--- src/mecsi_pkg.sv ---
// Constants, register map and pin, event and state types of the codec serial interface.
package mecsi_pkg;
  // ----------------------------------------------------------------
  // Timing
  // ----------------------------------------------------------------
  localparam int CLK_NS      = 4;
  localparam int BIT_NS      = 100;
  localparam int BIT_CYC     = BIT_NS / CLK_NS;
  localparam int HALF_CYC    = BIT_CYC / 2;
  localparam int MID_MIN_CYC = (3 * BIT_CYC) / 4;
  localparam int CRS_HOLD_NS = 150;
  localparam int CRS_HOLD_CYC = (CRS_HOLD_NS + CLK_NS - 1) / CLK_NS;
  localparam int DROP_CYC    = HALF_CYC + CRS_HOLD_CYC;
  localparam int TAIL_BITS   = 5;
  localparam int TAIL_CYC    = TAIL_BITS * BIT_CYC;
  localparam int COL_WIN_NS  = 200;
  localparam int COL_WIN_CYC = COL_WIN_NS / CLK_NS;
  localparam int HB_WIN_NS   = 4000;
  localparam int HB_WIN_CYC  = HB_WIN_NS / CLK_NS;
  // Counter-width forms of the counts above.
  localparam logic [9:0] BIT_C   = 10'(BIT_CYC - 1);
  localparam logic [9:0] HALF_C  = 10'(HALF_CYC);
  localparam logic [9:0] MIN_C   = 10'(MID_MIN_CYC);
  localparam logic [9:0] DROP_C  = 10'(DROP_CYC - 1);
  localparam logic [9:0] TAIL_C  = 10'(TAIL_CYC);
  localparam logic [9:0] COLW_C  = 10'(COL_WIN_CYC);
  localparam logic [9:0] HBW_C   = 10'(HB_WIN_CYC);
  localparam logic [3:0] TX_BITS = 4'h8;
  localparam logic [2:0] RX_LAST = 3'h7;
  // ----------------------------------------------------------------
  // Register map (byte addresses) and fields
  // ----------------------------------------------------------------
  localparam logic [11:0] A_DATA_CFG = 12'h000;
  localparam logic [11:0] A_SEC_CFG  = 12'h004;
  localparam logic [11:0] A_STATUS   = 12'h008;
  localparam logic [11:0] A_MASK     = 12'h00C;
  localparam logic [11:0] A_TX_DATA  = 12'h010;
  localparam logic [11:0] A_RX_DATA  = 12'h014;
  localparam int F_EXTENDED_BUS_OPTION = 0;
  localparam int F_EXT   = 1;
  localparam int F_LAST  = 8;
  localparam int F_SFD   = 9;
  localparam int N_EVT   = 5;
  // ----------------------------------------------------------------
  // Synchroniser lanes
  // ----------------------------------------------------------------
  localparam int S_CRS = 0;
  localparam int S_COL = 1;
  localparam int S_RXD = 2;
  localparam int S_RXC = 3;
  localparam int S_TXC = 4;
  localparam int S_LINE = 5;
  localparam int S_CPR = 6;
  localparam int S_OSC = 7;
  localparam int N_SYNC = 8;
  // ----------------------------------------------------------------
  // Types
  // ----------------------------------------------------------------
  typedef struct packed {
    logic o;
    logic oe;
  } mecsi_pin_t;
  typedef struct packed {
    logic txDone;
    logic heartbeat;
    logic collision;
    logic txReady;
    logic rxByte;
  } mecsi_evt_t;
  typedef enum logic [2:0] {
    TX_IDLE = 3'h1,
    TX_SEND = 3'h2,
    TX_HB   = 3'h4
  } mecsi_tx_t;
endpackage

--- src/mecsi_top.sv ---
// MAC to Manchester codec serial interface with internal codec and APB.
//
// The placing of the registers and the APB slave port were left to the implementer.
`timescale 1ns/1ps
// Overview of operation
// RL1 - Internal carrier rises on first line fall, holds 1.5 bits past data.
// RL2 - Select 0 feeds MAC from internal codec; 1 from external codec inputs.
// RL3 - Internal codec signals are driven onto their pins for observation.
// RL4 - External codec drives carrier input high while valid data arrives.
// RL5 - Internal collision output is high while the collision tone is seen.
// RL6 - Collision is watched from the frame delimiter to the frame end.
// RL7 - After transmission the collision input is checked for heartbeat.
// RL8 - Internal receive data is sampled on the recovered clock rising edge.
// RL9 - External codec gives data and clock; MAC captures on clock rise.
// RL10 - Recovered receive clock runs five bit times after carrier falls.
// RL11 - Transmit data changes so each bit is valid at transmit clock rise.
// RL12 - Transmit enable rises at transmit start, holds until last byte.
// RL13 - Shared data and clock pins stay undriven until configuration write.
// RL14 - Extended option makes shared pins user outputs once bus master.
// RL15 - Internal transmit clock is the oscillator halved; external supplied.
// RL16 - Link inputs are synchronised to the system clock before use.
module mecsi_top (
  // System
  input  wire logic                 clk,
  input  wire logic                 reset,
  input  wire logic                 busMaster,
  // APB slave
  input  wire logic                 psel,
  input  wire logic                 penable,
  input  wire logic                 pwrite,
  input  wire logic [11:0]          paddr,
  input  wire logic [31:0]          pwdata,
  output logic      [31:0]          prdata,
  output logic                      pready,
  output logic                      pslverr,
  output logic                      irq,
  // Line side of the internal codec
  input  wire logic                 rxLine,
  input  wire logic                 collisionPair,
  input  wire logic                 oscIn,
  // Codec pins: link inputs, driven pins each with a value and enable, and transmit enable
  input  wire logic                 carrier_sense_in,
  input  wire logic                 collision_in,
  input  wire logic                 rx_nrz_in,
  input  wire logic                 rx_clock_in,
  input  wire logic                 tx_clock_in,
  output mecsi_pkg::mecsi_pin_t     carrierPin,
  output mecsi_pkg::mecsi_pin_t     collisionPin,
  output mecsi_pkg::mecsi_pin_t     txClockPin,
  output mecsi_pkg::mecsi_pin_t [3:0] sharedPin,
  output logic                      tx_enable
);
  // ----------------------------------------------------------------
  // Input synchronisers
  // ----------------------------------------------------------------
  logic [mecsi_pkg::N_SYNC-1:0] sLvl, sRise, sFall;
  logic [mecsi_pkg::N_SYNC-1:0] rawIn;
  // RL16 link inputs synchronised
  assign rawIn = {oscIn, collisionPair, rxLine, tx_clock_in, rx_clock_in,
                  rx_nrz_in, collision_in, carrier_sense_in};
  mecsi_sync #(.W(mecsi_pkg::N_SYNC)) uSync (
    .clk    (clk),
    .reset  (reset),
    .asyncIn(rawIn),
    .lvl    (sLvl),
    .rise   (sRise),
    .fall   (sFall)
  );

  // ----------------------------------------------------------------
  // Registers
  // ----------------------------------------------------------------
  logic [1:0]  dataCfg_q;
  logic        dcrWritten_q;
  logic [3:0]  secCfg_q;
  logic [mecsi_pkg::N_EVT-1:0] sts_q, mask_q, stsD;
  logic [9:0]  hold_q;
  logic        holdV_q;
  logic [7:0]  rxData_q;
  logic        apbWr, apbAcc;
  logic        extSel, extended_bus_option;
  mecsi_pkg::mecsi_evt_t evt;

  assign apbAcc = psel & penable & pready;
  assign apbWr  = apbAcc & pwrite;
  assign extSel = dataCfg_q[mecsi_pkg::F_EXT];
  assign extended_bus_option  = dataCfg_q[mecsi_pkg::F_EXTENDED_BUS_OPTION];

  // ----------------------------------------------------------------
  // Internal Manchester decoder
  // ----------------------------------------------------------------
  logic       crsInt_q, rxNrzInt_q, rxClkInt_q, rxClkPrev_q;
  logic [9:0] gap_q, tail_q, rxPh_q, colCnt_q;
  logic       lineEdge, midEdge, rxActive, colInt;
  assign lineEdge = sRise[mecsi_pkg::S_LINE] | sFall[mecsi_pkg::S_LINE];
  assign midEdge  = crsInt_q ? (lineEdge && gap_q >= mecsi_pkg::MIN_C)
                             : sFall[mecsi_pkg::S_LINE];

  // Edges closer than three quarters of a bit are cell boundaries.
  // RL1 carrier start and hold
  always_ff @(posedge clk) begin
    if (reset) begin
      crsInt_q   <= 1'h0;
      rxNrzInt_q <= 1'h0;
      gap_q      <= '0;
    end else if (midEdge) begin
      crsInt_q   <= 1'h1;
      rxNrzInt_q <= sRise[mecsi_pkg::S_LINE];
      gap_q      <= '0;
    end else if (!crsInt_q) begin
      gap_q <= '0;
    end else if (gap_q == mecsi_pkg::DROP_C) begin
      crsInt_q <= 1'h0;
      gap_q    <= '0;
    end else begin
      gap_q <= gap_q + 10'h001;
    end
  end

  // Recovered clock: phase restarts at each decoded bit.
  // RL10 clock tail after carrier
  assign rxActive = crsInt_q | (tail_q != '0);
  always_ff @(posedge clk) begin
    if (reset) begin
      tail_q      <= '0;
      rxPh_q      <= '0;
      rxClkInt_q  <= 1'h0;
      rxClkPrev_q <= 1'h0;
    end else begin
      if (crsInt_q) begin
        tail_q <= mecsi_pkg::TAIL_C;
      end else if (tail_q != '0) begin
        tail_q <= tail_q - 10'h001;
      end
      if (midEdge || !rxActive || rxPh_q == mecsi_pkg::BIT_C) begin
        rxPh_q <= '0;
      end else begin
        rxPh_q <= rxPh_q + 10'h001;
      end
      rxClkInt_q  <= rxActive && rxPh_q >= mecsi_pkg::HALF_C;
      rxClkPrev_q <= rxClkInt_q;
    end
  end

  // RL5 collision tone detect
  assign colInt = colCnt_q != '0;
  always_ff @(posedge clk) begin
    if (reset) begin
      colCnt_q <= '0;
    end else if (sRise[mecsi_pkg::S_CPR] | sFall[mecsi_pkg::S_CPR]) begin
      colCnt_q <= mecsi_pkg::COLW_C;
    end else if (colInt) begin
      colCnt_q <= colCnt_q - 10'h001;
    end
  end

  // RL15 transmit clock from oscillator
  logic txClkInt_q;
  always_ff @(posedge clk) begin
    if (reset) begin
      txClkInt_q <= 1'h0;
    end else if (sRise[mecsi_pkg::S_OSC]) begin
      txClkInt_q <= ~txClkInt_q;
    end
  end

  // ----------------------------------------------------------------
  // MAC source selection
  // ----------------------------------------------------------------
  logic macCrs, macCol, macRxBit, macRxRise, txLvl, txPrev_q, txFall;
  // RL2 codec select
  assign macCrs    = extSel ? sLvl[mecsi_pkg::S_CRS] : crsInt_q;
  assign macCol    = extSel ? sLvl[mecsi_pkg::S_COL] : colInt;
  assign macRxBit  = extSel ? sLvl[mecsi_pkg::S_RXD] : rxNrzInt_q;
  assign macRxRise = extSel ? sRise[mecsi_pkg::S_RXC]
                            : rxClkInt_q & ~rxClkPrev_q;
  assign txLvl     = extSel ? sLvl[mecsi_pkg::S_TXC] : txClkInt_q;
  assign txFall    = txPrev_q & ~txLvl;

  // ----------------------------------------------------------------
  // MAC receive deserialiser
  // ----------------------------------------------------------------
  logic [7:0] rxSh_q;
  logic [2:0] rxCnt_q;
  // RL8 RL9 capture on receive clock rise
  always_ff @(posedge clk) begin
    if (reset) begin
      rxSh_q   <= '0;
      rxCnt_q  <= '0;
      rxData_q <= '0;
    end else if (!macCrs) begin
      rxCnt_q <= '0;
    end else if (macRxRise) begin
      rxSh_q  <= {macRxBit, rxSh_q[7:1]};
      rxCnt_q <= rxCnt_q + 3'h1;
      if (rxCnt_q == mecsi_pkg::RX_LAST) begin
        rxData_q <= {macRxBit, rxSh_q[7:1]};
      end
    end
  end

  // ----------------------------------------------------------------
  // MAC transmit serialiser
  // ----------------------------------------------------------------
  mecsi_pkg::mecsi_tx_t txSt_q;
  logic [7:0] txSh_q;
  logic [3:0] txCnt_q;
  logic [9:0] hbCnt_q;
  logic       txLast_q, watch_q, txNrz_q, txLoad, byteEnd;
  assign byteEnd = txSt_q == mecsi_pkg::TX_SEND && txFall
                   && txCnt_q == mecsi_pkg::TX_BITS;
  assign txLoad  = holdV_q && (txSt_q == mecsi_pkg::TX_IDLE || (byteEnd && !txLast_q));
  assign evt.rxByte    = macCrs && macRxRise && rxCnt_q == mecsi_pkg::RX_LAST;
  assign evt.txReady   = txLoad;
  // RL6 RL7 collision and heartbeat
  assign evt.collision = txSt_q == mecsi_pkg::TX_SEND && watch_q && macCol;
  assign evt.heartbeat = txSt_q == mecsi_pkg::TX_HB && macCol;
  assign evt.txDone    = byteEnd && (txLast_q || !holdV_q);

  // Data moves on the falling edge so it is stable at the rising edge.
  // An empty holding register at a byte end closes the frame early.
  // RL11 RL12 shift and enable
  always_ff @(posedge clk) begin
    if (reset) begin
      txSt_q    <= mecsi_pkg::TX_IDLE;
      txSh_q    <= '0;
      txCnt_q   <= '0;
      txLast_q  <= 1'h0;
      watch_q   <= 1'h0;
      txNrz_q   <= 1'h0;
      tx_enable <= 1'h0;
      hbCnt_q   <= '0;
      txPrev_q  <= 1'h0;
    end else begin
      txPrev_q <= txLvl;
      if (txLoad) begin
        txSh_q   <= hold_q[7:0];
        txLast_q <= hold_q[mecsi_pkg::F_LAST];
        watch_q  <= watch_q | hold_q[mecsi_pkg::F_SFD];
        txCnt_q  <= '0;
      end
      unique case (txSt_q)
        mecsi_pkg::TX_IDLE: begin
          if (txLoad) begin
            txSt_q    <= mecsi_pkg::TX_SEND;
            tx_enable <= 1'h1;
          end
        end
        mecsi_pkg::TX_SEND: begin
          if (evt.txDone) begin
            txSt_q    <= mecsi_pkg::TX_HB;
            tx_enable <= 1'h0;
            watch_q   <= 1'h0;
            hbCnt_q   <= mecsi_pkg::HBW_C;
          end else if (txFall && !byteEnd) begin
            txNrz_q <= txSh_q[0];
            txSh_q  <= {1'h0, txSh_q[7:1]};
            txCnt_q <= txCnt_q + 4'h1;
          end
        end
        mecsi_pkg::TX_HB: begin
          // RL7 heartbeat window
          if (macCol || hbCnt_q == '0) begin
            txSt_q <= mecsi_pkg::TX_IDLE;
          end else begin
            hbCnt_q <= hbCnt_q - 10'h001;
          end
        end
      endcase
    end
  end

  // ----------------------------------------------------------------
  // APB slave, one wait state on every access
  // ----------------------------------------------------------------
  always_ff @(posedge clk) begin
    if (reset) begin
      pready  <= 1'h0;
      pslverr <= 1'h0;
      prdata  <= '0;
    end else begin
      pready  <= psel & penable & ~pready;
      pslverr <= 1'h0;
      prdata  <= '0;
      if (psel && penable && !pready) begin
        unique case (paddr)
          mecsi_pkg::A_DATA_CFG: prdata <= {30'h0000_0000, dataCfg_q};
          mecsi_pkg::A_SEC_CFG:  prdata <= {28'h000_0000, secCfg_q};
          mecsi_pkg::A_STATUS:   prdata <= {27'h000_0000, sts_q};
          mecsi_pkg::A_MASK:     prdata <= {27'h000_0000, mask_q};
          mecsi_pkg::A_TX_DATA:  prdata <= {21'h00_0000, holdV_q, hold_q};
          mecsi_pkg::A_RX_DATA:  prdata <= {21'h00_0000, tx_enable, macCol, macCrs,
                                 rxData_q};
          default:    pslverr <= 1'h1;
        endcase
      end
    end
  end

  // Configuration and holding register writes; a full holding
  // register ignores a new byte.
  always_ff @(posedge clk) begin
    if (reset) begin
      dataCfg_q    <= '0;
      dcrWritten_q <= 1'h0;
      secCfg_q     <= '0;
      mask_q       <= '0;
      hold_q       <= '0;
      holdV_q      <= 1'h0;
    end else begin
      if (apbWr && paddr == mecsi_pkg::A_DATA_CFG) begin
        dataCfg_q    <= pwdata[1:0];
        dcrWritten_q <= 1'h1;
      end
      if (apbWr && paddr == mecsi_pkg::A_SEC_CFG) begin
        secCfg_q <= pwdata[3:0];
      end
      if (apbWr && paddr == mecsi_pkg::A_MASK) begin
        mask_q <= pwdata[mecsi_pkg::N_EVT-1:0];
      end
      if (txLoad) begin
        holdV_q <= 1'h0;
      end else if (apbWr && paddr == mecsi_pkg::A_TX_DATA && !holdV_q) begin
        hold_q  <= pwdata[9:0];
        holdV_q <= 1'h1;
      end
    end
  end

  // Sticky status: a new event wins over a write-one clear.
  assign stsD = (sts_q & ~((apbWr && paddr == mecsi_pkg::A_STATUS)
                ? pwdata[mecsi_pkg::N_EVT-1:0] : '0)) | evt;
  always_ff @(posedge clk) begin
    if (reset) begin
      sts_q <= '0;
      irq   <= 1'h0;
    end else begin
      sts_q <= stsD;
      irq   <= |(stsD & mask_q);
    end
  end

  // ----------------------------------------------------------------
  // Pin drive
  // ----------------------------------------------------------------
  logic [3:0] normO, normOe;
  assign normO  = {txNrz_q, 1'h0, rxClkInt_q, rxNrzInt_q};
  assign normOe = {1'h1, 1'h1, ~extSel, ~extSel};
  genvar gi;
  generate
    for (gi = 0; gi < 4; gi++) begin : gShared
      // RL13 RL14 shared pin ownership
      always_ff @(posedge clk) begin
        if (reset || !dcrWritten_q) begin
          sharedPin[gi] <= '0;
        end else if (extended_bus_option) begin
          sharedPin[gi] <= '{o: secCfg_q[gi], oe: busMaster};
        end else begin
          sharedPin[gi] <= '{o: normO[gi], oe: normOe[gi]};
        end
      end
    end
  endgenerate

  // RL3 internal signals shown on pins
  always_ff @(posedge clk) begin
    if (reset) begin
      carrierPin   <= '0;
      collisionPin <= '0;
      txClockPin   <= '0;
    end else begin
      carrierPin   <= '{o: crsInt_q, oe: ~extSel};
      collisionPin <= '{o: colInt, oe: ~extSel};
      txClockPin   <= '{o: txClkInt_q, oe: dcrWritten_q & ~extSel};
    end
  end
endmodule // mecsi_top

--- src/mecsi_sync.sv ---
// Two-flop synchronisers with edge detection on the synchronised level.
`timescale 1ns/1ps
module mecsi_sync #(
  parameter int W = 8
) (
  // Clock and reset
  input  wire logic         clk,
  input  wire logic         reset,
  // Asynchronous inputs and their synchronised forms
  input  wire logic [W-1:0] asyncIn,
  output logic      [W-1:0] lvl,
  output logic      [W-1:0] rise,
  output logic      [W-1:0] fall
);
  logic [W-1:0] meta_q;
  logic [W-1:0] sync_q;
  logic [W-1:0] prev_q;

  // The first stage feeds only the second stage.
  always_ff @(posedge clk) begin
    if (reset) begin
      meta_q <= '0;
      sync_q <= '0;
      prev_q <= '0;
    end else begin
      meta_q <= asyncIn;
      sync_q <= meta_q;
      prev_q <= sync_q;
    end
  end

  // Edges are flagged in the same cycle that the synchronised level changes.
  assign lvl  = sync_q;
  assign rise = sync_q & ~prev_q;
  assign fall = prev_q & ~sync_q;
endmodule // mecsi_sync

--- config.mk ---
export PLATFORM = sky130hd
export DESIGN_NAME = mecsi_top
export DESIGN_NICKNAME = d
export VERILOG_FILES = /design/src/mecsi_pkg.sv /design/src/mecsi_top.sv /design/src/mecsi_sync.sv
export SDC_FILE = /design/constraint.sdc
export NUM_CORES = 1
export LEC_CHECK = 0
export BUFFER_PORTS_ARGS = -buffer_cell sky130_fd_sc_hd__clkbuf_2
export CAP_MARGIN = 15
export CORE_UTILIZATION = 50
export DETAILED_ROUTE_END_ITERATION = 8
export PLACE_DENSITY = 0.72
export SKIP_LAST_GASP = 1
export SYNTH_ARGS = -nofsm -noshare
export SYNTH_HDL_FRONTEND = slang
export SYNTH_SLANG_ARGS = --single-unit
--- constraint.sdc ---
create_clock -name clk -period 2.7 [get_ports clk]
set_input_delay 0.54 -clock clk [delete_from_list [all_inputs] [get_ports clk]]
set_output_delay 0.54 -clock clk [all_outputs]
set_load 0.02 [all_outputs]
Yosys cells after proc, flatten, opt, wreduce, memory -nomap -nowiden
Cells that the tools add are included.
{"block": "op_classes", "reduce_logical": 58, "eq_ne": 16, "mux": 41, "order_cmp": 2, "n_addsub": 7, "bitwise": 30}
{"op": "one-hot mux 11 bit (6 select lines)", "count": 1}
{"op": "two-way mux 8 bit", "count": 4}
{"op": "subtractor 10 x 1 -> 10 bit (second input constant)", "count": 3}
{"op": "equality test 12 x 4 -> 1 bit (second input constant)", "count": 2}
{"op": "equality test 12 x 5 -> 1 bit (second input constant)", "count": 2}
{"op": "logical AND 1 bit", "count": 21}
{"op": "adder 10 x 1 -> 10 bit (second input constant)", "count": 2}
{"op": "two-way mux 10 bit", "count": 2}
{"op": "one-hot mux 10 bit (2 select lines)", "count": 1}
{"op": "nonzero test 10 bit", "count": 2}
{"op": "two-way mux 1 bit", "count": 16}
{"op": "two-way mux 4 bit", "count": 4}
{"op": "AND reduction 3 bit", "count": 5}
{"op": "two-way mux 7 bit", "count": 2}
{"op": "OR reduction 2 bit", "count": 7}
{"op": "equality test 12 x 3 -> 1 bit (second input constant)", "count": 1}
{"op": "logical NOT 12 bit", "count": 1}
{"op": "two-way mux 6 bit", "count": 2}
{"op": "NOT 1 bit", "count": 11}
{"op": "bitwise AND 5 bit", "count": 2}
{"op": "equality test 10 x 5 -> 1 bit (second input constant)", "count": 1}
{"op": "equality test 10 x 6 -> 1 bit (second input constant)", "count": 1}
{"op": ">= comparator 10 x 4 -> 1 bit (second input constant)", "count": 1}
{"op": ">= comparator 10 x 5 -> 1 bit (second input constant)", "count": 1}
{"op": "other kinds (29)", "count": 59}
{"block": "totals", "elab_cells": 204, "out_inout_bits": 50, "regBits": 194}

Logic depth before layout (Yosys ltp)
Gate-level depths: netlist of run 1.
{"block": "depth", "depth_word": 12, "mapped_depth": 9, "mapped_depth_nobuf": 8}

Cells and area by module
From an unflattened synthesis of run 1, not the netlist that was laid out.
{"block": "hier_totals", "cells_unflattened": 804, "hier_area_um2": 7280.7}
{"module": "mecsi_top", "seq_area_each_um2": 2922.8, "cells_each": 738, "area_each_um2": 6487.5, "n_inst": 1}
{"module": "mecsi_sync", "seq_area_each_um2": 480.5, "cells_each": 66, "area_each_um2": 793.3, "n_inst": 1}

Worst setup path before layout of run 1
Ideal clock, no wire load.
{"block": "synth_path", "path_type": "reg-to-reg", "startpoint": "reg colCnt_q[0]", "endpoint": "reg hbCnt_q[7]", "stages_incl_launch_ff": 10, "arrival_ps": 2083, "slack_ps": 546, "synth_period_minus_slack_ps": 2154, "t_required_ps": 2630, "path_buffers": 1, "cell_sequence": "dfxtp_1 > inv_1 > ha_1 > or4b_1 > o41ai_4 > and3_4 > buf_6 > nand4b_1 > xor2_1 > a21oi_1"}
{"block": "synth_via", "elab_chain_len": 5}
{"element": "from (decl)", "line": "mecsi_top.sv:93", "text": "logic [9:0] gap_q, tail_q, rxPh_q, colCnt_q;"}
{"element": "from (signal assigned)", "line": "mecsi_top.sv:151", "text": "colCnt_q <= mecsi_pkg::COLW_C;"}
{"element": "from (signal assigned)", "line": "mecsi_top.sv:153", "text": "colCnt_q <= colCnt_q - 10'h001;"}
{"element": "nonzero test 10 bit", "line": "mecsi_top.sv:146", "text": "assign colInt = colCnt_q != '0;"}
{"element": "two-way mux 1 bit", "line": "mecsi_top.sv:173", "text": "assign macCol = extSel ? sLvl[mecsi_pkg::S_COL] : colInt;"}
{"element": "logical OR 1 bit", "line": "mecsi_top.sv:263", "text": "if (macCol || hbCnt_q == '0) begin"}
{"element": "!= test 2 bit (no source line)"}
{"element": "AND reduction 3 bit (no source line)"}
{"element": "to (signal assigned)", "line": "mecsi_top.sv:254", "text": "hbCnt_q <= mecsi_pkg::HBW_C;"}
{"element": "to (signal assigned)", "line": "mecsi_top.sv:266", "text": "hbCnt_q <= hbCnt_q - 10'h001;"}
{"element": "to (decl)", "line": "mecsi_top.sv:208", "text": "logic [9:0] hbCnt_q;"}
Every way passes these cells.
A chain may end at the register's enable or synchronous reset.

Final worst setup path of run 1
Same ends and word-level chain as after synthesis.

==> results of run 1 <==
-- through the flow --
| step | hold WS (ns) | instances | cell area (um2) | power [mW] | utilization |
|---|---|---|---|---|---|
| after floorplan | 0.414 | 786 | 7060 | 3.73 | - |
| after global placement | 0.419 | 986 | 7420 | 3.91 | 0.551 |
| after detailed placement | 0.420 | 986 | 7420 | 3.97 | 0.551 |
| after CTS | 0.309 | 1018 | 8110 | 6.79 | 0.603 |
| after global routing | 0.315 | 1019 | 8120 | 7.07 | 0.603 |
| final | 0.322 | 1019 | 8120 | 6.75 | 0.603 |
-- cell usage after synthesis (16+ instances only) --
cell type  count
a21oi_1       50
dfxtp_1      166
mux2i_1       39
xnor2_1       20
ha_1          17
xor2_1        22
nor2b_1       29
buf_4         24
clkbuf_1      22
inv_1         22
nor2_1       111
nand3_1       16
nor3_1        23
nand2_1       70
-- sequential cells by signal, summed over array words and instances (netlist names), 2 cells and up --
signal / flops
rxData_q: 8
uSync.lvl: 8
sts_q: 5
rxSh_q: 7
txClockPin: 2
uSync.prev_q: 4
hbCnt_q: 10
hold_q: 10
rxPh_q: 10
gap_q: 10
tail_q: 10
uSync.meta_q: 8
colCnt_q: 10
mask_q: 5
txSt_q: 3
collisionPin: 2
prdata: 11
dataCfg_q: 2
txSh_q: 8
sharedPin: 6
txCnt_q: 4
rxCnt_q: 3
secCfg_q: 4
-- final cells by class --
type,count,area [um2]
Multi-Input combinational cell,542,3340
Fill cell,1136,5340
Sequential cell,166,3320
Clock inverter,12,248
Timing Repair Buffer,79,445
Clock buffer,20,447
Tap cell,176,220
Inverter,24,90.1
-- power groups by stage --
stage                     Sequential, mW  Clock, mW  Combinational [mW]
after detailed placement            2.83          0                1.14
after floorplan                     2.81          0               0.925
after CTS                           2.79       2.86                1.15
after global routing                2.81       2.98                1.29
after global placement              2.82          0                1.08
final                               2.79       2.81                1.15
-- kinds of logic after synthesis --
| logic type | share of synthesized area |
|---|---|
| buf+inv | 0.0562 |
| simple gates | 0.223 |
| xor+xnor | 0.0527 |
| mux | 0.0639 |
| compound gates | 0.0973 |
| other cells | 0.000537 |
| fa+ha+maj | 0.0304 |
| flops | 0.476 |
-- routing by layer --
metal	share of wire	wire, um	track usage	vias up
met2	0.49	6970	0.357	115
met1	0.44	6310	0.241	2521
met3	0.043	612	0.0547	24
met5	0	0	0	-
li1	-	-	-	2693
met4	0.022	315	0.0875	0
-- critical path, cell delays in order, from the launching register on --
cell,delay [ns]
dfxtp_1,0.34
inv_1,0.10
ha_1,0.16
or4b_1,0.53
o41ai_4,0.41
and3_4,0.38
nand4b_1,0.13
xor2_1,0.18
a21oi_1,0.15
-- final timing paths --
check	start	end	slack [ns]	depth (start not counted)
setup reg to reg	colCnt_q[0]	hbCnt_q[7]	0.24	8
hold / removal	oscIn	uSync.meta_q[7]	0.32	2
hold reg to reg	uSync.meta_q[6]	uSync.lvl[6]	0.43	1
setup / recovery	colCnt_q[0]	hbCnt_q[7]	0.24	8
==> impl_results.md, run 1 <==
- Status: completed
- Worst VDD drop: 0.503 mV
- Post-synth cell types: 62
- Setup TNS: 0 ns
- CP Max Fanout: 13
- I/O Buffers: 64
- Final Hold Fails: 0
- Pre-antenna DRT Iters: 4
- Internal Power: 4.99 mW
- # setup viols final: 0
- Leakage: 3.21 nW
- Final Critical Period: 2.46 ns
- Worst Setup End Kind: flop
- Root Driver: clkbuf_16
- Fin nets: 905
- Synth area leader: dfxtp_1
- Avg Inst Size Synth: 9.12 um2
- Row count: 42
- DRC: 0
- Clock Power Share: 0.417
- Routed Antenna Nets: 0
- Yosys reg bits: 166
- Reg clk slew, reported paths: 0.06 ns
- Fraction of registers with async set/reset: 0
- Ys flop type: dfxtp_1
- Synth warn: 0
- H-tree Lvls: 4
- Arr. time, crit path: 2.81 ns
- Initial antenna violation count: 0
- Cell Pwr Density: 832 nW/um2
- Vias in the first global route: 5130
- GRT Overall Usage: 0.207
- Switching pwr: 1.76 mW
- CTS max path bufs: 2
- Worst slack, placed: 0.258 ns
- TritonCTS clock tree: built
- Clk sink count: 166
- Reg power frac: 0.413
- Logic pwr share: 0.170
- IO Pins: 108
- DPL Wire Length: 9.98 mm
- First-pass GRT wire length: 23.5 mm
- Die area: 14400 um2
- Die height: 120 um
- Critical path type: reg2reg
- Synthesis-to-layout area growth: 16.2%
- Commonest non-fill, non-tap cells in the layout: 166 x dfxtp_1, 111 x nor2_1, 70 x nand2_1, 64 x clkbuf_2, 50 x a21oi_1
- Final WL: 14.2 mm
- Total grt overflow: 0
- Number of synthesized flops with an enable pin: 0
- Final Cycle Share: 0.911
- Final max-slew violation count: 0
- RSZ-0062 raised after global routing: false
- Worst-Margin Slew: 0.601 ns
- Post-synth top area share: 0.476
- CTS buffer count: 17
- Max-Cap Viols: 0
- Layout Skew: 0.00697 ns
- Commonest non-fill, non-tap cell in the layout: dfxtp_1
- Hold-fix buffers, CTS: 0
- Fraction of layout cells with a size suffix above 1: 0.153
- Die width: 120 um
- DR iter-0 viols: 358
- Sequential area share after synthesis: 0.476
- Worst rel slew slack: 0.593
- Post-Syn Instances: 766
- Diode count: 0
- Routability congestion estimate from global placement: 0.886
- Cells taking the most area after synthesis: dfxtp_1 48%, nor2_1 6.0%, mux2i_1 5.6%
- WL/cell: 13.9 um
- Switch share: 0.260
- CP Launch Type: flop
- Initial core utilization: 0.519
- Achievable Freq: 406 MHz
- Largest net degree at the start of global routing: 120
- Post-CTS setup buffer count: 0
- Vias: 5353
- Post-route setup slack: 0.239 ns
- Hold Crit Class: in2reg
- Core Region: 13500 um2
- Worst skew pair latency: 0.43 ns
- Post-Syn Area: 6990 um2
- Critical path data required time: 3.05 ns
- Vias per inst: 5.25
- Post-CTS Resized: 0
Power figures use the tool's default switching activity.
==> run 2: changes to the inputs <==
--- a/config.mk
+++ b/config.mk
@@ -7,9 +7,12 @@
 export LEC_CHECK = 0
 export BUFFER_PORTS_ARGS = -buffer_cell sky130_fd_sc_hd__clkbuf_2
 export CAP_MARGIN = 15
-export CORE_UTILIZATION = 50
+export CELL_PAD_IN_SITES_DETAIL_PLACEMENT = 1
+export CELL_PAD_IN_SITES_GLOBAL_PLACEMENT = 2
+export CORE_MARGIN = 3
+export CORE_UTILIZATION = 35
 export DETAILED_ROUTE_END_ITERATION = 8
-export PLACE_DENSITY = 0.72
+export PLACE_DENSITY_LB_ADDON = 0.05
 export SKIP_LAST_GASP = 1
 export SYNTH_ARGS = -nofsm -noshare
 export SYNTH_HDL_FRONTEND = slang
==> impl_results.md, run 2 (synthesis results as in run 1) <==
- Critical path type: reg2reg (unchanged)
- Arr. time, crit path: 2.63 ns (was 2.81 ns)
- H-tree Lvls: 4 (unchanged)
- Status: completed (unchanged)
- Reg2Reg Launch Point: colCnt_q[0] (unchanged)
- Routed Antenna Nets: 0 (unchanged)
- Met2 WL: 8.90 mm (was 6.97 mm)
- CP Launch Type: flop (unchanged)
- First-pass GRT wire length: 28.6 mm (was 23.5 mm)
- Worst skew pair latency: 0.42 ns (was 0.43 ns)
- WP buf/inv: 1 (unchanged)
- Worst Setup End Kind: flop (unchanged)
- Fill count: 2345 (was 1136)
- Cell Pwr Density: 779 nW/um2 (was 832 nW/um2)
- DP Area: 7570 um2 (was 7420 um2)
- Internal Power: 4.55 mW (was 4.99 mW)
- WL/cell: 15.8 um (was 13.9 um)
- Worst-Margin Slew: 0.501 ns (was 0.601 ns)
- Final Instance Area: 8150 um2 (was 8120 um2)
- Achievable Freq: 428 MHz (was 406 MHz)
- Max-Cap Viols: 0 (unchanged)
- Hold Crit Class: in2reg (unchanged)
- DRT met1 WL: 7.74 mm (was 6.31 mm)
- CTS buffer count: 17 (unchanged)
- Reg clk slew, reported paths: 0.07 ns (was 0.06 ns)
- Worst rel slew slack: 0.664 (was 0.593)
- Initial core utilization: 0.358 (was 0.519)
- FF/Latch Area: 3320 um2 (unchanged)
- Routability congestion estimate from global placement: 0.824 (was 0.886)
- TritonCTS clock tree: built (unchanged)
- IO Pins: 108 (unchanged)
- Final Hold Fails: 0 (unchanged)
- Post-CTS Resized: 0 (unchanged)
- Core Region: 19500 um2 (was 13500 um2)
- DRC: 0 (unchanged)
- Hold wc startpoint: tx_clock_in (was oscIn)
- Post-Route Utilization: 0.417 (was 0.603)
- Switch share: 0.283 (was 0.260)
- Max reg flops: 11 (unchanged)
- Commonest non-fill, non-tap cell in the layout: dfxtp_1 (unchanged)
- Final WL: 17.6 mm (was 14.2 mm)
- Fraction of layout cells with a size suffix above 1: 0.157 (was 0.153)
- Die height: 147 um (was 120 um)
- Die area: 21700 um2 (was 14400 um2)
- Final Cycle Share: 0.866 (was 0.911)
- DPL Wire Length: 13.1 mm (was 9.98 mm)
- Final max-slew violation count: 0 (unchanged)
- CTS max path bufs: 2 (unchanged)
- Critical path data required time: 3.00 ns (was 3.05 ns)
- Top sig layer: met4 (unchanged)
- Hold-fix buffers, CTS: 0 (unchanged)
- Synthesis-to-layout area growth: 16.6% (was 16.2%)
- Root Driver: clkbuf_16 (unchanged)
- Clk sink count: 166 (unchanged)
- Worst VDD drop: 0.476 mV (was 0.503 mV)
- GRT Overall Usage: 0.164 (was 0.207)
- Vias in the first global route: 5702 (was 5130)
- # setup viols final: 0 (unchanged)
- Row count: 51 (was 42)
- Total length of routed met3 wires: 610 um (was 612 um)
- Largest reg by FF count: prdata (unchanged)
- DR iter-0 viols: 199 (was 358)
- Post-CTS setup buffer count: 0 (unchanged)
- Largest net degree at the start of global routing: 74 (was 120)
- Commonest non-fill, non-tap cells in the layout: 166 x dfxtp_1, 111 x nor2_1, 70 x nand2_1, 63 x clkbuf_2, 50 x a21oi_1 (was 166 x dfxtp_1, 111 x nor2_1, 70 x nand2_1, 64 x clkbuf_2, 50 x a21oi_1)
- Diode count: 0 (unchanged)
- Setup TNS: 0 ns (unchanged)
- Die width: 147 um (was 120 um)
- Reg2reg end: hbCnt_q[3] (was hbCnt_q[7])
- Fin nets: 911 (was 905)
- Hold path cells: 2 (unchanged)
- I/O Buffers: 64 (unchanged)
- Vias: 5360 (was 5353)
- Delay-heaviest family, CP: simple AND/OR/NAND/NOR gates (unchanged)
- Critical Path Stages: 8 (unchanged)
- R2R depth: 8 (unchanged)
- CP Max Fanout: 13 (unchanged)
- Multi-input logic area: 3340 um2 (unchanged)
- FF-to-FF setup slack: 0.36 ns (was 0.24 ns)
- Vias per inst: 4.82 (was 5.25)
- Logic pwr share: 0.187 (was 0.170)
- Critical path's slowest cell: or4b_1 (unchanged)
- Leakage: 3.19 nW (was 3.21 nW)
- Layout Skew: 0.00800 ns (was 0.00697 ns)
- Hold endpoint: uSync.meta_q[4] (was uSync.meta_q[7])
- Initial antenna violation count: 0 (unchanged)
- Reg power frac: 0.440 (was 0.413)
- Worst-path cell chain: inv_1, ha_1, or4b_1, o41ai_4, and3_4, and3b_1, xnor2_1, a21oi_1 (was inv_1, ha_1, or4b_1, o41ai_4, and3_4, nand4b_1, xor2_1, a21oi_1)
- Critical Path Max Stage Delay: 0.53 ns (about the same)
- Switching pwr: 1.80 mW (was 1.76 mW)
- Pre-antenna DRT Iters: 4 (unchanged)
- Total grt overflow: 0 (unchanged)
- Final Critical Period: 2.34 ns (was 2.46 ns)
- RSZ-0062 raised after global routing: false (unchanged)
- Clock Power Share: 0.373 (was 0.417)
==> run 2: area by class of cell <==
class                      count  share of cell area
clock buffer                  22              0.0570
tap                          265              0.0407
clock inverter                 9              0.0126
sequential                   166               0.408
timing repair buffer          85              0.0602
multi-input combinational    542               0.411
inverter                      24              0.0111
==> run 2: worst max-delay path by stage <==
stage                           start  slack, ns          to
after floorplan           colCnt_q[0]       0.55  hbCnt_q[7]
after global placement    colCnt_q[0]       0.38  hbCnt_q[6]
after detailed placement     paddr[9]       0.29   hold_q[6]
after CTS                 colCnt_q[0]       0.33  hbCnt_q[7]
after global routing      colCnt_q[0]       0.16  hbCnt_q[7]
final                     colCnt_q[0]       0.36  hbCnt_q[3]
==> run 2: layer usage <==
metal | vias up | global-route usage
met5 | - | 0
met2 | 65 | 0.294
li1 | 2693 | -
met1 | 2583 | 0.193
met3 | 19 | 0.0432
met4 | 0 | 0.0485
==> run 2: worst register-to-register path: stages, from the launching register on <==
cell and delay [ns]:
dfxtp_1 0.34, inv_1 0.09, ha_1 0.16, or4b_1 0.53
o41ai_4 0.33, and3_4 0.36, and3b_1 0.21, xnor2_1 0.12
a21oi_1 0.08
==> run 2: stage by stage <==
step | std cells | hold slack (ns) | setup WS, ns | total power [mW]
after floorplan | 786 | 0.414 | 0.546 | 3.73
after global placement | 1081 | 0.416 | 0.384 | 3.96
after detailed placement | 1081 | 0.435 | 0.293 | 4.04
after CTS | 1112 | 0.314 | 0.327 | 6.44
after global routing | 1113 | 0.320 | 0.157 | 6.70
final | 1113 | 0.328 | 0.362 | 6.35
==> run 2: power by group through the flow <==
stage,Clock (mW),Combinational [mW],Sequential (mW)
floorplan,0,0.925,2.81
global placement,0,1.13,2.83
detailed placement,0,1.20,2.85
CTS,2.44,1.21,2.79
global route,2.55,1.33,2.82
finish,2.37,1.19,2.79
==> run 3: changes to the inputs <==
==> constraint.sdc (replaced) <==
create_clock -name clk -period 2.5 [get_ports clk]
set_input_delay 0.5 -clock clk [delete_from_list [all_inputs] [get_ports clk]]
set_output_delay 0.5 -clock clk [all_outputs]
set_load 0.02 [all_outputs]
==> impl_results.md, run 3 (synthesis results as in run 1) <==
- Worst VDD drop: 0.431 mV (was 0.476 mV)
- Final max-slew violation count: 0 (unchanged)
- Worst skew pair latency: 0.42 ns (about the same)
- Final Cycle Share: 0.935 (was 0.866)
- Max reg flops: 11 (unchanged)
- Hold path cells: 2 (unchanged)
- Final WL: 17.6 mm (about the same)
- Clk sink count: 166 (unchanged)
- CTS buffer count: 17 (unchanged)
- Largest reg by FF count: prdata (unchanged)
- Vias in the first global route: 5764 (was 5702)
- Root Driver: clkbuf_16 (unchanged)
- Total grt overflow: 0 (unchanged)
- Vias per inst: 4.82 (about the same)
- Critical path type: reg2reg (unchanged)
- DP Area: 7630 um2 (was 7570 um2)
- First-pass GRT wire length: 29.1 mm (was 28.6 mm)
- Fraction of layout cells with a size suffix above 1: 0.170 (was 0.157)
- Initial antenna violation count: 0 (unchanged)
- Status: completed (unchanged)
- Pre-antenna DRT Iters: 4 (unchanged)
- WP buf/inv: 1 (unchanged)
- Worst slack, placed: 0.154 ns (was 0.293 ns)
- Total power: 6.91 mW (was 6.35 mW)
- WL/cell: 15.6 um (was 15.8 um)
- Critical Path Max Stage Delay: 0.53 ns (about the same)
- Cell Pwr Density: 839 nW/um2 (was 779 nW/um2)
- Final Hold Fails: 0 (unchanged)
- DR iter-0 viols: 187 (was 199)
- Routability congestion estimate from global placement: 0.805 (was 0.824)
- Synthesis-to-layout area growth: 17.9% (was 16.6%)
- Row count: 51 (unchanged)
- Achievable Freq: 428 MHz (about the same)
- Max-Cap Viols: 0 (unchanged)
- Final Instance Area: 8240 um2 (was 8150 um2)
- Post-CTS Resized: 0 (unchanged)
- Critical path data required time: 2.85 ns (was 3.00 ns)
- Core Region: 19500 um2 (unchanged)
- Layout Skew: 0.0120 ns (was 0.00800 ns)
- Initial core utilization: 0.358 (unchanged)
- DPL Wire Length: 13.1 mm (about the same)
- Commonest non-fill, non-tap cell in the layout: dfxtp_1 (unchanged)
- H-tree Lvls: 4 (unchanged)
- Worst Setup End Kind: flop (unchanged)
- Critical path's slowest cell: or4b_1 (unchanged)
- Vias: 5416 (was 5360)
- Post-Route Utilization: 0.422 (was 0.417)
- Die width: 147 um (unchanged)
- Hold Crit Class: in2reg (unchanged)
- Routed Antenna Nets: 0 (unchanged)
- Worst rel slew slack: 0.661 (was 0.664)
- CTS max path bufs: 2 (unchanged)
- Leakage: 3.24 nW (was 3.19 nW)
- Hold WS: 0.294 ns (was 0.328 ns)
- R2R depth: 8 (unchanged)
- Fin nets: 920 (was 911)
- CP Max Fanout: 13 (unchanged)
- Delay-heaviest family, CP: simple AND/OR/NAND/NOR gates (unchanged)
- Largest net degree at the start of global routing: 74 (unchanged)
- TritonCTS clock tree: built (unchanged)
- IO Pins: 108 (unchanged)
- Commonest non-fill, non-tap cells in the layout: 166 x dfxtp_1, 111 x nor2_1, 70 x nand2_1, 63 x clkbuf_2, 50 x a21oi_1 (unchanged)
- Post-route setup slack: 0.162 ns (was 0.362 ns)
- Worst-path cell chain: inv_1, ha_1, or4b_1, o41ai_4, and3_4, nand4b_1, xor2_1, a21oi_1 (was inv_1, ha_1, or4b_1, o41ai_4, and3_4, and3b_1, xnor2_1, a21oi_1)
- Worst-Margin Slew: 0.504 ns (was 0.501 ns)
- CP Launch Type: flop (unchanged)
- DRC: 0 (unchanged)
- Arr. time, crit path: 2.69 ns (was 2.63 ns)
- I/O Buffers: 64 (unchanged)
- Die height: 147 um (unchanged)
- Reg clk slew, reported paths: 0.07 ns (about the same)
- Diode count: 0 (unchanged)
- Final Critical Period: 2.34 ns (about the same)
- Die area: 21700 um2 (unchanged)
- # setup viols final: 0 (unchanged)
- GRT Overall Usage: 0.168 (was 0.164)
- Critical Path Stages: 8 (unchanged)
## run 3: cell types whose count changed in the layout (fill, tap and decap cells not counted), sizes merged
cell and delta:
clkinv -3, clkbuf -4, clkinvlp +4, inv +4, buf +9
## run 3: area by class of cell
| cell class | count | area (um2) |
|---|---|---|
| clock buffer | 18 | 439 |
| timing repair buffer | 94 | 561 |
| clock inverter | 14 | 149 |
| tap | 265 | 332 |
| fill | 2334 | 11300 |
| inverter | 24 | 90.1 |
| sequential | 166 | 3320 |
| multi-input combinational | 542 | 3340 |
## run 3: path summary, 6_finish.rpt
check | start | to | slack (ns)
setup / recovery | colCnt_q[0] | hbCnt_q[7] | 0.16
hold / removal | collisionPair | uSync.meta_q[6] | 0.29
setup reg to reg | colCnt_q[0] | hbCnt_q[7] | 0.16
hold reg to reg | uSync.meta_q[6] | uSync.lvl[6] | 0.43
## run 3: through the flow
step                 TNS (ns)  instances
detailed placement          0       1089
floorplan                   0        786
finish                      0       1123
CTS                         0       1121
global placement            0       1089
global route        -0.000207       1123
## run 3: power breakdown
part	switching [mW]	internal [mW]	total (mW)
combinational	0.693	0.574	1.27
sequential	0.187	2.83	3.02
clock	1.12	1.51	2.62
total	2.00	4.91	6.91
## run 3: metal layers
metal	routed length [um]	global-route usage	up-vias
met4	115	0.0466	0
met2	9110	0.302	50
li1	-	-	2720
met5	0	0	-
met1	7830	0.199	2641
met3	505	0.0398	5
## run 3: what timing repair did
item,CTS,global route
buffers inserted,0,2
endpoints found under the setup margin,0,2
hold buffers,0,0
